--- config.mk ---
export PLATFORM = sky130hd
export DESIGN_NAME = cobc_regs
export DESIGN_NICKNAME = d
export VERILOG_FILES = /design/src/inc/cobc_pkg.sv /design/src/logic/cobc_regs.sv /design/src/logic/cobc_debounce.sv
export SDC_FILE = /design/constraint.sdc
export NUM_CORES = 1
export LEC_CHECK = 0
export BUFFER_PORTS_ARGS = -buffer_cell sky130_fd_sc_hd__buf_4
export CORE_MARGIN = 4
export CORE_UTILIZATION = 40
export CTS_CLUSTER_DIAMETER = 80
export DETAILED_ROUTE_END_ITERATION = 7
export PLACE_DENSITY = 0.69
export SETUP_SLACK_MARGIN = 0.1
export SLEW_MARGIN = 20
export SYNTH_ARGS = -nofsm -noshare
export SYNTH_HDL_FRONTEND = slang
export SYNTH_HIERARCHICAL = 1
export SYNTH_SLANG_ARGS = --single-unit
--- constraint.sdc ---
create_clock -name mclk -period 6.9 [get_ports mclk]
set_input_delay 1.38 -clock mclk [delete_from_list [all_inputs] [get_ports mclk]]
set_output_delay 1.38 -clock mclk [all_outputs]
set_load 0.05 [all_outputs]
--- src/inc/cobc_pkg.sv ---
// Constants for the codec output and bias control register group.
// Assumes an 8-bit register access port driven by the control-bus decoder.
package cobc_pkg;

  // Register offsets
  localparam logic [7:0] SPK_R_OFFSET = 8'h2b;
  localparam logic [7:0] HP_CTRL_OFFSET = 8'h2c;
  localparam logic [7:0] RSVD_OFFSET = 8'h2d;
  localparam logic [7:0] BIAS_OFFSET = 8'h2e;

  // Right speaker register fields
  localparam int SPK_GAIN_LSB = 3;
  localparam int SPK_UNMUTE_BIT = 2;
  localparam int SPK_APPLIED_BIT = 0;

  // Headphone control register fields
  localparam int HP_DEB_LSB = 5;
  localparam int HP_DAC_LSB = 3;
  localparam int HP_LEFT_LINE_BIT = 2;
  localparam int HP_RIGHT_LINE_BIT = 1;

  // Bias register fields
  localparam int BIAS_PDN_BIT = 7;
  localparam int BIAS_FORCE_BIT = 3;
  localparam int BIAS_LVL_LSB = 0;

  // Writable bit masks; reserved bits are not stored and read as zero
  localparam logic [7:0] SPK_R_WMASK = 8'h1c;
  localparam logic [7:0] HP_CTRL_WMASK = 8'hfe;
  localparam logic [7:0] BIAS_WMASK = 8'h8b;

  // Values after reset
  localparam logic [7:0] SPK_R_RESET = 8'h00;
  localparam logic [7:0] HP_CTRL_RESET = 8'h00;
  localparam logic [7:0] BIAS_RESET = 8'h00;

  // Gain codes, 6/12/18/24 dB
  typedef enum logic [1:0] {
    GAIN_6DB, GAIN_12DB, GAIN_18DB, GAIN_24DB
  } cobc_gain_t;

  // DAC current modes after decode
  typedef enum logic [1:0] {
    DAC_DEFAULT, DAC_BOOST, DAC_RSVD, DAC_BOOST_MORE
  } cobc_dac_t;

  // Bias levels: off, 2 V, 2.5 V, analog supply level
  typedef enum logic [1:0] {
    BIAS_OFF, BIAS_2V0, BIAS_2V5, BIAS_SUPPLY
  } cobc_bias_t;

  // Clock and timing
  localparam int MCLK_PERIOD_NS = 10;
  localparam int GAIN_STEP_NS = 1000;  // Dwell per 6 dB gain step
  localparam int GAIN_STEP_CYCLES = (GAIN_STEP_NS + MCLK_PERIOD_NS - 1)
                                    / MCLK_PERIOD_NS;
  localparam int DEB_TICKS = 8;        // Ticks per debounce setting
  localparam int OSC_PRESCALE = 8;     // Oscillator cycles per base tick

endpackage

--- src/logic/cobc_regs.sv ---
// Output driver and bias control register group of the codec.
// Assumes the control-bus decoder presents single-cycle read and write
// strobes with an 8-bit register address, all synchronous to mclk.
`timescale 1ns/1ps

// Behaviour
// - Speaker gain code 00..11 selects 6, 12, 18, 24 dB.
// - Speaker unmute bit zero mutes the right speaker driver.
// - Applied flag reads zero until the driven gain reaches the programmed one.
// - Debounce code 000..111 gives 0 to 512 us from 1 MHz ticks.
// - Debounce tick period is one eighth of the selected duration.
// - Oscillator source uses 8.2 MHz oscillator, times scale with it.
// - DAC current mode 00, 01, 11; code 10 reserved.
// - Left headphone mode bit: zero headphone, one line-out.
// - Right headphone mode bit: zero headphone, one line-out.
// - Bias register top bit enables device software power-down.
// - Force bit powers bias even with detection on and no headset.
// - Bias level 00 off, 01 2 V, 10 2.5 V, 11 analog supply.
module cobc_regs #(
  parameter int STEP_CYCLES = cobc_pkg::GAIN_STEP_CYCLES
) (
  // Clock and reset
  input wire logic mclk,
  input wire logic rst,
  // Register access port
  input wire logic [7:0] reg_addr,
  input wire logic [7:0] reg_wdata,
  input wire logic reg_wr,
  input wire logic reg_rd,
  output logic [7:0] reg_rdata,
  // Right speaker driver
  output logic [1:0] right_speaker_output_gain,
  output logic right_speaker_output_unmute,
  // Headphone drivers and DAC
  output logic [1:0] dac_current_mode,
  output logic left_headphone_output_lineout,
  output logic right_headphone_output_lineout,
  // Headset short detection
  input wire logic div_tick,
  input wire logic osc_tick,
  input wire logic debounce_use_osc,
  input wire logic headset_short_detect,
  output logic headset_short_flag,
  // Microphone bias and power
  input wire logic headset_detect_en,
  input wire logic headset_present,
  output logic sw_powerdown,
  output logic microphone_bias_enable,
  output logic [1:0] microphone_bias_level
);

  localparam int STEP_W = $clog2(STEP_CYCLES + 1);

  logic [7:0] spk_reg;
  logic [7:0] hp_reg;
  logic [7:0] bias_reg;
  logic [1:0] gain_now_reg;
  logic [STEP_W-1:0] step_cnt_reg;
  logic [7:0] rdata_reg;
  logic unmute_reg;
  logic [1:0] dac_reg;
  logic left_line_reg;
  logic right_line_reg;
  logic pdn_reg;
  logic bias_en_reg;
  logic [1:0] bias_lvl_reg;

  // Address decode
  wire sel_spk = reg_addr == cobc_pkg::SPK_R_OFFSET;
  wire sel_hp = reg_addr == cobc_pkg::HP_CTRL_OFFSET;
  wire sel_bias = reg_addr == cobc_pkg::BIAS_OFFSET;
  wire wr_spk = reg_wr && sel_spk;
  wire wr_hp = reg_wr && sel_hp;
  wire wr_bias = reg_wr && sel_bias;

  // Field extraction
  wire [1:0] gain_target = spk_reg[cobc_pkg::SPK_GAIN_LSB +: 2];
  wire [2:0] deb_sel = hp_reg[cobc_pkg::HP_DEB_LSB +: 3];
  wire [1:0] dac_code = hp_reg[cobc_pkg::HP_DAC_LSB +: 2];
  wire [1:0] lvl_code = bias_reg[cobc_pkg::BIAS_LVL_LSB +: 2];
  wire force_bias = bias_reg[cobc_pkg::BIAS_FORCE_BIT];

  // Gains applied once the driven code matches the target
  wire gain_applied = gain_now_reg == gain_target;
  wire step_due = step_cnt_reg == STEP_W'(STEP_CYCLES - 1);

  // Gain moves one 6 dB step per dwell toward the target
  wire [1:0] gain_step = (gain_now_reg < gain_target) ?
                         gain_now_reg + 2'h1 : gain_now_reg - 2'h1;

  // Read multiplexer; unmapped and reserved addresses read zero
  wire [7:0] spk_view = {spk_reg[7:1], gain_applied};
  wire [7:0] rd_mux = sel_spk ? spk_view :
                      sel_hp ? hp_reg :
                      sel_bias ? bias_reg : 8'h00;

  // Bias held off with detection on and no headset, unless forced
  wire headset_ok = force_bias || !headset_detect_en || headset_present;

  // Level code 00 powers the bias down
  wire bias_on = (lvl_code != cobc_pkg::BIAS_OFF) && headset_ok;

  // Reserved DAC code falls back to default operation
  wire [1:0] dac_next = (dac_code == cobc_pkg::DAC_RSVD) ?
                        cobc_pkg::DAC_DEFAULT : dac_code;

  // Right speaker register; reserved bits masked off
  always_ff @(posedge mclk or posedge rst) begin
    if (rst) spk_reg <= cobc_pkg::SPK_R_RESET;
    else if (wr_spk) spk_reg <= reg_wdata & cobc_pkg::SPK_R_WMASK;
  end

  // Headphone control register
  always_ff @(posedge mclk or posedge rst) begin
    if (rst) hp_reg <= cobc_pkg::HP_CTRL_RESET;
    else if (wr_hp) hp_reg <= reg_wdata & cobc_pkg::HP_CTRL_WMASK;
  end

  // Bias register; reserved bits masked off
  always_ff @(posedge mclk or posedge rst) begin
    if (rst) bias_reg <= cobc_pkg::BIAS_RESET;
    else if (wr_bias) bias_reg <= reg_wdata & cobc_pkg::BIAS_WMASK;
  end

  // Reserved location has no storage; writes there are dropped

  // Dwell counter between gain steps
  always_ff @(posedge mclk or posedge rst) begin
    if (rst) step_cnt_reg <= '0;
    else if (gain_applied || step_due) step_cnt_reg <= '0;
    else step_cnt_reg <= step_cnt_reg + STEP_W'(1);
  end

  // Driven gain code walks toward the programmed code
  always_ff @(posedge mclk or posedge rst) begin
    if (rst) gain_now_reg <= cobc_pkg::GAIN_6DB;
    else if (!gain_applied && step_due) gain_now_reg <= gain_step;
  end

  // Read data register, loaded on a read strobe
  always_ff @(posedge mclk or posedge rst) begin
    if (rst) rdata_reg <= 8'h00;
    else if (reg_rd) rdata_reg <= rd_mux;
  end

  always_ff @(posedge mclk or posedge rst) begin
    if (rst) unmute_reg <= 1'b0;
    else unmute_reg <= spk_reg[cobc_pkg::SPK_UNMUTE_BIT];
  end

  always_ff @(posedge mclk or posedge rst) begin
    if (rst) dac_reg <= cobc_pkg::DAC_DEFAULT;
    else dac_reg <= dac_next;
  end

  always_ff @(posedge mclk or posedge rst) begin
    if (rst) left_line_reg <= 1'b0;
    else left_line_reg <= hp_reg[cobc_pkg::HP_LEFT_LINE_BIT];
  end

  always_ff @(posedge mclk or posedge rst) begin
    if (rst) right_line_reg <= 1'b0;
    else right_line_reg <= hp_reg[cobc_pkg::HP_RIGHT_LINE_BIT];
  end

  always_ff @(posedge mclk or posedge rst) begin
    if (rst) pdn_reg <= 1'b0;
    else pdn_reg <= bias_reg[cobc_pkg::BIAS_PDN_BIT];
  end

  always_ff @(posedge mclk or posedge rst) begin
    if (rst) bias_en_reg <= 1'b0;
    else bias_en_reg <= bias_on;
  end

  // Bias level select, forced to off when disabled
  always_ff @(posedge mclk or posedge rst) begin
    if (rst) bias_lvl_reg <= cobc_pkg::BIAS_OFF;
    else bias_lvl_reg <= bias_on ? lvl_code : cobc_pkg::BIAS_OFF;
  end

  // Debounce timer; oscillator or divided clock as base
  cobc_debounce #(
    .TICKS(cobc_pkg::DEB_TICKS),
    .PRESCALE(cobc_pkg::OSC_PRESCALE)
  ) u_debounce (
    .mclk(mclk),
    .rst(rst),
    .div_tick(div_tick),
    .osc_tick(osc_tick),
    .use_osc(debounce_use_osc),
    .deb_sel(deb_sel),
    .detect(headset_short_detect),
    .short_flag(headset_short_flag)
  );

  // Output drive
  assign reg_rdata = rdata_reg;
  assign right_speaker_output_gain = gain_now_reg;
  assign right_speaker_output_unmute = unmute_reg;
  assign dac_current_mode = dac_reg;
  assign left_headphone_output_lineout = left_line_reg;
  assign right_headphone_output_lineout = right_line_reg;
  assign sw_powerdown = pdn_reg;
  assign microphone_bias_enable = bias_en_reg;
  assign microphone_bias_level = bias_lvl_reg;

endmodule // cobc_regs

--- src/logic/cobc_debounce.sv ---
// Headset short-circuit debounce timer.
// Assumes tick inputs are single-cycle pulses synchronous to mclk.
`timescale 1ns/1ps

module cobc_debounce #(
  parameter int TICKS = cobc_pkg::DEB_TICKS,
  parameter int PRESCALE = cobc_pkg::OSC_PRESCALE
) (
  // Clock and reset
  input wire logic mclk,
  input wire logic rst,
  // Timing sources
  input wire logic div_tick,
  input wire logic osc_tick,
  input wire logic use_osc,
  // Setting and condition
  input wire logic [2:0] deb_sel,
  input wire logic detect,
  // Result
  output logic short_flag
);

  logic [2:0] osc_cnt_reg;
  logic [6:0] pre_cnt_reg;
  logic [3:0] tick_cnt_reg;
  logic flag_reg;
  wire osc_wrap = osc_tick && (osc_cnt_reg == 3'(PRESCALE - 1));
  wire base_tick = use_osc ? osc_wrap : div_tick;
  // Base tick divided by 2^(code-1): tick period is duration / 8
  wire [6:0] pre_lim = 7'(7'h01 << (deb_sel - 3'h1)) - 7'h01;
  wire deb_tick = base_tick && (pre_cnt_reg >= pre_lim);
  wire held_full = tick_cnt_reg >= 4'(TICKS);

  // Oscillator prescaler brings the 8.2 MHz rate near the 1 MHz base
  always_ff @(posedge mclk or posedge rst) begin
    if (rst) osc_cnt_reg <= 3'h0;
    else if (osc_tick) osc_cnt_reg <= osc_wrap ? 3'h0 : osc_cnt_reg + 3'h1;
  end

  always_ff @(posedge mclk or posedge rst) begin
    if (rst) pre_cnt_reg <= 7'h00;
    else if (!detect) pre_cnt_reg <= 7'h00;
    else if (base_tick) pre_cnt_reg <= deb_tick ? 7'h00 : pre_cnt_reg + 7'h01;
  end

  always_ff @(posedge mclk or posedge rst) begin
    if (rst) tick_cnt_reg <= 4'h0;
    else if (!detect) tick_cnt_reg <= 4'h0;
    else if (deb_tick && !held_full) tick_cnt_reg <= tick_cnt_reg + 4'h1;
  end

  // Flag after full setting; zero setting reports at once
  always_ff @(posedge mclk or posedge rst) begin
    if (rst) flag_reg <= 1'b0;
    else flag_reg <= detect && (deb_sel == 3'h0 || held_full);
  end

  assign short_flag = flag_reg;

endmodule // cobc_debounce

-- Yosys cells after proc, flatten, opt, wreduce, memory -nomap -nowiden
Cells that the tools add are included.
Widths: inputs -> output; s select.
- logic and storage cells: 70
- bits of input ports: 26
- flip-flop bits (word level): 55
- $add $sub $neg: 8
- equality and inequality tests: 9
- shift-type cells: 1
- $lt $le $gt $ge: 3
- reductions and logical operators: 18
- mux-type cells: 14
- operators with widths (kind ; number):
    $mux 7 ; 4
    $eq 8x6->1 const B ; 3
    $mux 8 ; 3
    $add 7x1->7 const B ; 2
    $logic_and 1x1->1 ; 9
    $mux 4 ; 2
    $eq 7x7->1 const B ; 1
    $ge 7x7->1 ; 1
    $shl 1x3->7 const A ; 1
    $sub 7x1->7 const B ; 1
    $mux 2 ; 3
    $add 4x1->4 const B ; 1
    $ge 4x4->1 const B ; 1
    $logic_or 1x1->1 ; 4
    $ne 2x1->1 const B ; 2
    $add 3x1->3 const B ; 1
    $eq 3x3->1 const B ; 1
    $logic_not 1->1 ; 3
    $logic_not 3->1 ; 1
    $mux 3 ; 1
    $sub 3x1->3 const B ; 1
    $add 2x1->2 const B ; 1
    $eq 2x2->1 ; 1
    $eq 2x2->1 const B ; 1
    other kinds (4) ; 4

-- Depth between registers and ports, before layout
Gate-level depths: netlist of run 1.
- depth after elaboration: 8
- mapped depth: 12
- mapped depth without buffers: 11

-- Modules after synthesis
The synthesis of run 1 kept the hierarchy.
- by module, submodules not included (module ; seq. area each (um2) ; cells an instance ; area an instance (um2) ; instances):
    cobc_regs ; 1001.0 ; 130 ; 1675.4 ; 1
    cobc_debounce ; 375.4 ; 129 ; 1104.8 ; 1

-- Worst setup path after synthesis of run 1
No wires, ideal clock.
- path type: reg2reg
- start: register hp_reg[6]
- end: register u_debounce.tick_cnt_reg[2]
- stages on the path, launching flop included: 12
- setup time: 0.079 ns
- clock period less this slack: 2.707 ns
- data required time: 6.821 ns
- path slack: 4.193 ns
- data arrival time: 2.628 ns
- cells stage by stage: dfrtp_1 clkbuf_1 or3_1 ha_1 nor4_1 a21oi_1 ha_1 nand3_1 a21oi_2 nand2_1 a2111oi_2 mux2i_1
- longest elaborated chain between the ends: 7
- ends and longest elaborated chain (what ; RTL line ; RTL):
    from (decl) ; cobc_regs.sv:55 ; logic [7:0] hp_reg;
    from (signal assigned) ; cobc_regs.sv:115 ; if (rst) hp_reg <= cobc_pkg::HP_CTRL_RESET;
    from (signal assigned) ; cobc_regs.sv:116 ; else if (wr_hp) hp_reg <= reg_wdata & cobc_pkg::HP_CTRL_WMASK;
    $sub 3x1->3 ; cobc_debounce.sv:30 ; wire [6:0] pre_lim = 7'(7'h01 << (deb_sel - 3'h1)) - 7'h01;
    $shl 1x3->7 ; cobc_debounce.sv:30 ;
    $sub 7x1->7 ; cobc_debounce.sv:30 ;
    $ge 7x7->1 ; cobc_debounce.sv:31 ; wire deb_tick = base_tick && (pre_cnt_reg >= pre_lim);
    $logic_and 1x1->1 ; cobc_debounce.sv:31 ;
    $logic_and 1x1->1 ; cobc_debounce.sv:49 ; else if (deb_tick && !held_full) tick_cnt_reg <= tick_cnt_reg + 4'h1;
    $ne 2x1->1 (no line) ; - ;
    to (signal assigned) ; cobc_debounce.sv:49 ;
    to (decl) ; cobc_debounce.sv:25 ; logic [3:0] tick_cnt_reg;
No other way between the ends.
A chain may end at the register's enable or synchronous reset.

-- Worst setup path after layout of run 1
- start: register hp_reg[5]
- end: register u_debounce.tick_cnt_reg[2]
The elaborated chain is that of the path after synthesis.

==> results.md, run 1 <==
- Largest area contributor in the netlist: dfrtp_1
- Crit share post-route: 42.5%
- WL/cell: 14.5 um
- Peak VDD IR: 0.000129 V
- Worst Setup Slack, final: 3960 ps
- Core ar.: 6760 um^2
- Status: finished clean
- Synth Register Bits: 55
- Drt drc: 0
- Fill cell count: 641
- Crit. End Element: flop
- Final WL: 5600 um
- Pre-CTS setup slack: 3960 ps
- Detailed-placement wirelength estimate: 4150 um
- Max Cap Viol: 0
- H-tree levels: 2
- Max clock buf depth: 2
- Register area share after synthesis: 49.5%
- Crit path DAT: 3180 ps
- # Post-CTS Setup Buffers: 0
- Post-Syn Area: 2780 um^2
- Fin Setup TNS: 0 ps
- Buf/Inv on CP: 1
- Async S/R FF share, synth: 100%
- CP Class: reg -> reg
- Max FO, Critical Path: 7
- Die Outline Area: 8350 um^2
- Slew Viols, Final: 0
- I/O pin total: 46
- CTS Hold Bufs: 0
- Clock sink count: 55
- Die X-Extent: 91.4 um
- Placed Cells: 378
- Clk_lat worst skew: 320 ps
- Hold Crit Class: reg -> reg
- Slowest stage cell on the critical path: dfrtp_1
- Largest net degree at the start of global routing: 41
- Routed via count: 2058
- Row Count: 30
- Minimum clock period: 2940 ps
- Port-buffer cells: 45
- Die span in y: 91.4 um
- N_diodes: 0
- Post-synth cell types: 43
- Crit start category: flop
- Initial antenna violation count: 0
- Worst path max stage delay: 470 ps
- Crit path top cell by count: ha_1
- RSZ-0062 raised after global routing: no
- First-pass GRT wire length: 9560 um
- Initial core utilization: 41.1%
- Post-cts sizing count: 0
- Ys Warns: 6
- Area contributors post-synth: dfrtp_1, ha_1, mux2_2
- Final Wtd Congestion: 0.810
- Worst Tran Pin Value: 834 ps
- Post-Syn Instances: 259
- Root buffer cell: clkbuf_8
- Post-Layout Cell Count: 386
- Layout Skew: 11.7 ps
- ANT nets after route: 0
- Layout Area Growth over Synthesis: 18.1%
- First drt pass iteration count: 4
- Synth Flop Type: dfrtp_1
- Via density: 5.33
- Final Hold Viols: 0
- Final setup viols: 0
- PD cells: 190 nW/um^2
- Max FFs per register: 8
- WP data required: 7150 ps
- Post-synth EDFFs: 0
- Mean Syn Cell Area: 10.7 um^2
- Crit path max-delay family: simple AND/OR/NAND/NOR gates
- Vias in the first global route: 2008
- CTS clk-pin slew, worst paths: 110 ps
- Layout cells sized above 1: 26.8%
- TritonCTS buffer count: 5
- Share of the synthesized area in the top cell type: 49.5%
- P_leak: 1.57 nW
- Mapped Nets: 301
- GRT overflow: 0
- GRT Overall Usage: 14.0%
- Slew Limit Headroom: 43.9%
- CP Cell Sequence: inv_1 > or3_1 > ha_1 > nor4_1 > a21oi_1 > ha_1 > nand3_1 > a21oi_2 > nand2_1 > a2111oi_2 > mux2i_1
- F_max: 341 MHz
- CTS tree: built
- DRT iter0 DRCs: 95
- Number of nets in the layout: 347
worst paths after layout:
kind | start | to | slack [ps] | cells past startpoint
max | hp_reg[5] | u_debounce/tick_cnt_reg[2] | 3960 | 11
min | bias_reg[7] | sw_powerdown | 410 | 0
max reg2reg | hp_reg[5] | u_debounce/tick_cnt_reg[2] | 3960 | 11
min reg2reg | bias_reg[7] | sw_powerdown | 410 | 0
max in group asynchronous | rst | step_cnt_reg[5] | 5360 | 3
min in group asynchronous | rst | u_debounce/pre_cnt_reg[1] | 1130 | 2
power breakdown:
part,total (W),switching (W),internal (W)
sequential,0.000347,0.0000105,0.000337
clock,0.000189,0.000114,0.0000743
combinational,0.0000880,0.0000496,0.0000384
total,0.000624,0.000174,0.000449
cell families (layout without fill, tap and decap cells):
| logic type | count (synthesis) | after routing | synth area share, % |
|---|---|---|---|
| buffers and inverters | 22 | 69 | 3.55 |
| muxes | 22 | 22 | 8.64 |
| adders and majority gates | 16 | 16 | 7.20 |
| and+or+nand+nor | 96 | 96 | 17.7 |
| DFF | 55 | 55 | 49.5 |
| xor gates and xnor gates | 8 | 8 | 2.52 |
| AOI/OAI and AO/OA | 40 | 40 | 10.8 |
cell usage after synthesis, drive strengths merged, types with 5 or more instances:
master,instances
dfrtp,55
nand2,26
nor2,22
nand3,19
ha,16
mux2,16
inv,15
a21oi,8
mux2i,6
xnor2,6
a31oi,5
o21ai,5
o2bb2ai,5
stage by stage:
step,total power [W],hold WS [ps],instance area (um^2),utilization [%]
CTS,0.000631,410,3280,48.5
floorplan,0.000410,368,2780,-
global placement,0.000438,385,3180,47.1
detailed placement,0.000442,384,3180,47.1
finish,0.000624,407,3280,48.6
global route,0.000654,434,3280,48.6
cell usage in the layout, fill, tap and decap left out, drive strengths merged:
cell type / n
nand4b: 2
mux2: 16
a31oi: 5
a41o: 1
clkbuf: 5
nor4b: 2
o2bb2ai: 5
a21o: 1
xnor2: 6
dfrtp: 55
a21oi: 8
nor4: 2
nand4: 2
a2111o: 1
and4b: 2
and2: 4
a31o: 1
or3: 2
nor3: 3
or2: 3
xor2: 2
nand2b: 3
mux2i: 6
o21a: 1
o31ai: 1
buf: 46
ha: 16
nand2: 26
o21ai: 5
a22oi: 1
a2111oi: 1
inv: 17
nor2b: 4
nand3: 19
nor2: 22
o21bai: 2
a22o: 4
a211oi: 3
clkinvlp: 1
worst register-to-register path, cell delays in order, from the launching register on:
cell	delay, ps
dfrtp_1	470
inv_1	110
or3_1	410
ha_1	260
nor4_1	280
a21oi_1	80
ha_1	270
nand3_1	70
a21oi_2	170
nand2_1	140
a2111oi_2	360
mux2i_1	220
per-layer routing:
metal	share of wire (%)	up-vias	track usage, %
met5	0	-	0
met4	1.1	0	3.52
met3	6.3	8	3.89
met2	47	64	22.6
met1	46	984	18.5
li1	-	1002	-
final cells by class:
cell class,instances,area [um^2],share of cell area [%]
inverter,15,56.3,1.71
timing repair buffer,46,345,10.5
clock inverter,3,25.0,0.762
multi-input combinational,182,1310,39.9
clock buffer,5,68.8,2.10
tap,80,100,3.05
sequential,55,1380,41.9
Power figures use the tool's default switching activity.
==> inputs of run 2 (changes only) <==
Clock period 6.9 ns to 2.8 ns, I/O delays scaled along.
==> run 2 against run 1 <==
Worst hold slack got worse by 93 ps. Fmax up 11%. Register-to-register slack got worse by 3800 ps. Cell count grew 2.1%. Worst setup slack got worse by 3800 ps. Total power up 150%. Sequential power grew 150%. Critical path depth shrank 1. Clock skew down 4.0 ps. Largest cell class unchanged.
==> results.md, run 2 (synthesis results as in run 1) <==
- Layout Skew: 7.68 ps
- Buf/Inv on CP: 1
- Crit start category: flop
- Status: finished clean
- Clk_lat worst skew: 310 ps
- Max Cap Viol: 0
- Port-buffer cells: 45
- RSZ-0062 raised after global routing: yes
- Largest net degree at the start of global routing: 41
- Worst path max stage delay: 460 ps
- Hold Slack: 314 ps
- PD cells: 453 nW/um^2
- GRT Overall Usage: 13.8%
- Layout Area Growth over Synthesis: 22.3%
- Fin Setup TNS: 0 ps
- Tot Pwr: 0.00154 W
- CTS Hold Bufs: 0
- Peak VDD IR: 0.000326 V
- Slew Viols, Final: 0
- WL/cell: 14.5 um
- Final Hold Viols: 0
- Detailed-placement wirelength estimate: 4170 um
- First-pass GRT wire length: 9350 um
- Die span in y: 91.4 um
- Initial antenna violation count: 0
- Fill cell count: 624
- Die X-Extent: 91.4 um
- TritonCTS buffer count: 5
- Max clock buf depth: 2
- Pre-CTS setup slack: 80.3 ps
- Final Wtd Congestion: 0.825
- Slowest stage cell on the critical path: dfrtp_2
- Via density: 5.27
- ANT nets after route: 0
- P_leak: 1.63 nW
- CTS tree: built
- Max FO, Critical Path: 7
- Minimum clock period: 2650 ps
- Max FFs per register: 8
- F_max: 378 MHz
- Crit path DAT: 2890 ps
- Crit share post-route: 94.5%
- Final setup viols: 0
- Row Count: 30
- Crit path max-delay family: compound AO/OA/AOI/OAI gates
- CTS clk-pin slew, worst paths: 100 ps
- CP Class: reg -> reg
- Number of nets in the layout: 355
- Initial core utilization: 41.1%
- DRT iter0 DRCs: 75
- I/O pin total: 46
- Final WL: 5700 um
- Clock sink count: 55
- H-tree levels: 2
- Worst Tran Pin Value: 806 ps
- Most frequent cells in the layout: dfrtp_1, buf_4, nand2_1, nor2_1, nand3_1
- Drt drc: 0
- Vias in the first global route: 2014
- Layout cells sized above 1: 30.6%
- Core ar.: 6760 um^2
- Reg2Reg Setup Slack: 150 ps
- Hold Crit Class: in -> async
- Die Outline Area: 8350 um^2
- Crit. End Element: flop
- First drt pass iteration count: 5
- GRT overflow: 0
- Worst Setup Slack, final: 155 ps
- Post-Layout Cell Count: 394
- CP Cell Sequence: or3_4 > ha_4 > buf_4 > xnor2_1 > ha_1 > o21ai_1 > a21oi_4 > nand2_4 > a2111oi_4 > mux2i_1
- Root buffer cell: clkbuf_8
- Placed Cells: 382
- Slew Limit Headroom: 45.8%
- Routed via count: 2076
- WP data required: 3040 ps
- N_diodes: 0
==> run 2: area by class of cell <==
type | instances | area [um^2] | share of cell area (%)
Tap cell | 80 | 100 | 2.94
Timing Repair Buffer | 54 | 405 | 11.9
Sequential cell | 55 | 1380 | 40.5
Clock buffer | 5 | 68.8 | 2.02
Clock inverter | 3 | 22.5 | 0.662
Inverter | 15 | 56.3 | 1.66
Multi-Input combinational cell | 182 | 1370 | 40.3
==> run 2: report_power, final <==
part           internal [W]  switching, W  total [W]
combinational      0.000105      0.000131   0.000236
sequential         0.000830     0.0000229   0.000853
clock              0.000180      0.000270   0.000450
total               0.00111      0.000425    0.00154
==> run 2: final timing paths <==
kind                       startpoint                             to  cells after the start
max in group asynchronous         rst                      hp_reg[7]                      3
min reg2reg                 hp_reg[2]  left_headphone_output_lineout                      0
min                               rst      u_debounce/pre_cnt_reg[6]                      2
max                         hp_reg[7]     u_debounce/tick_cnt_reg[2]                     10
max reg2reg                 hp_reg[7]     u_debounce/tick_cnt_reg[2]                     10
min in group mclk           hp_reg[2]  left_headphone_output_lineout                      0
==> run 2: timing repair <==
action,4_1_cts,5_1_grt
resized for setup,2,10
pin swaps,0,6
setup endpoints to repair,1,4
gates cloned,0,0
buffers inserted,0,4
==> run 2: worst reg2reg max path, cell delays in order (launching register included) <==
cell and delay (ps):
dfrtp_2 460, or3_4 370, ha_4 200, buf_4 130
xnor2_1 200, ha_1 220, o21ai_1 130, a21oi_4 220
nand2_4 90, a2111oi_4 360, mux2i_1 210
==> run 2: metrics by stage <==
stage	cell area [um^2]	utilization (%)
detailed placement	3220	47.6
global placement	3220	47.6
CTS	3320	49.2
finish	3400	50.3
global route	3400	50.3
floorplan	2780	-
==> run 2: metal layers <==
metal | vias up | wire length [um] | GRT usage, % | share of wire (%)
met5 | - | 0 | 0 | 0
met4 | 0 | 72 | 4.52 | 1.3
met3 | 7 | 322 | 3.40 | 5.7
met2 | 57 | 2710 | 22.1 | 48
met1 | 990 | 2590 | 18.2 | 45
li1 | 1022 | - | - | -
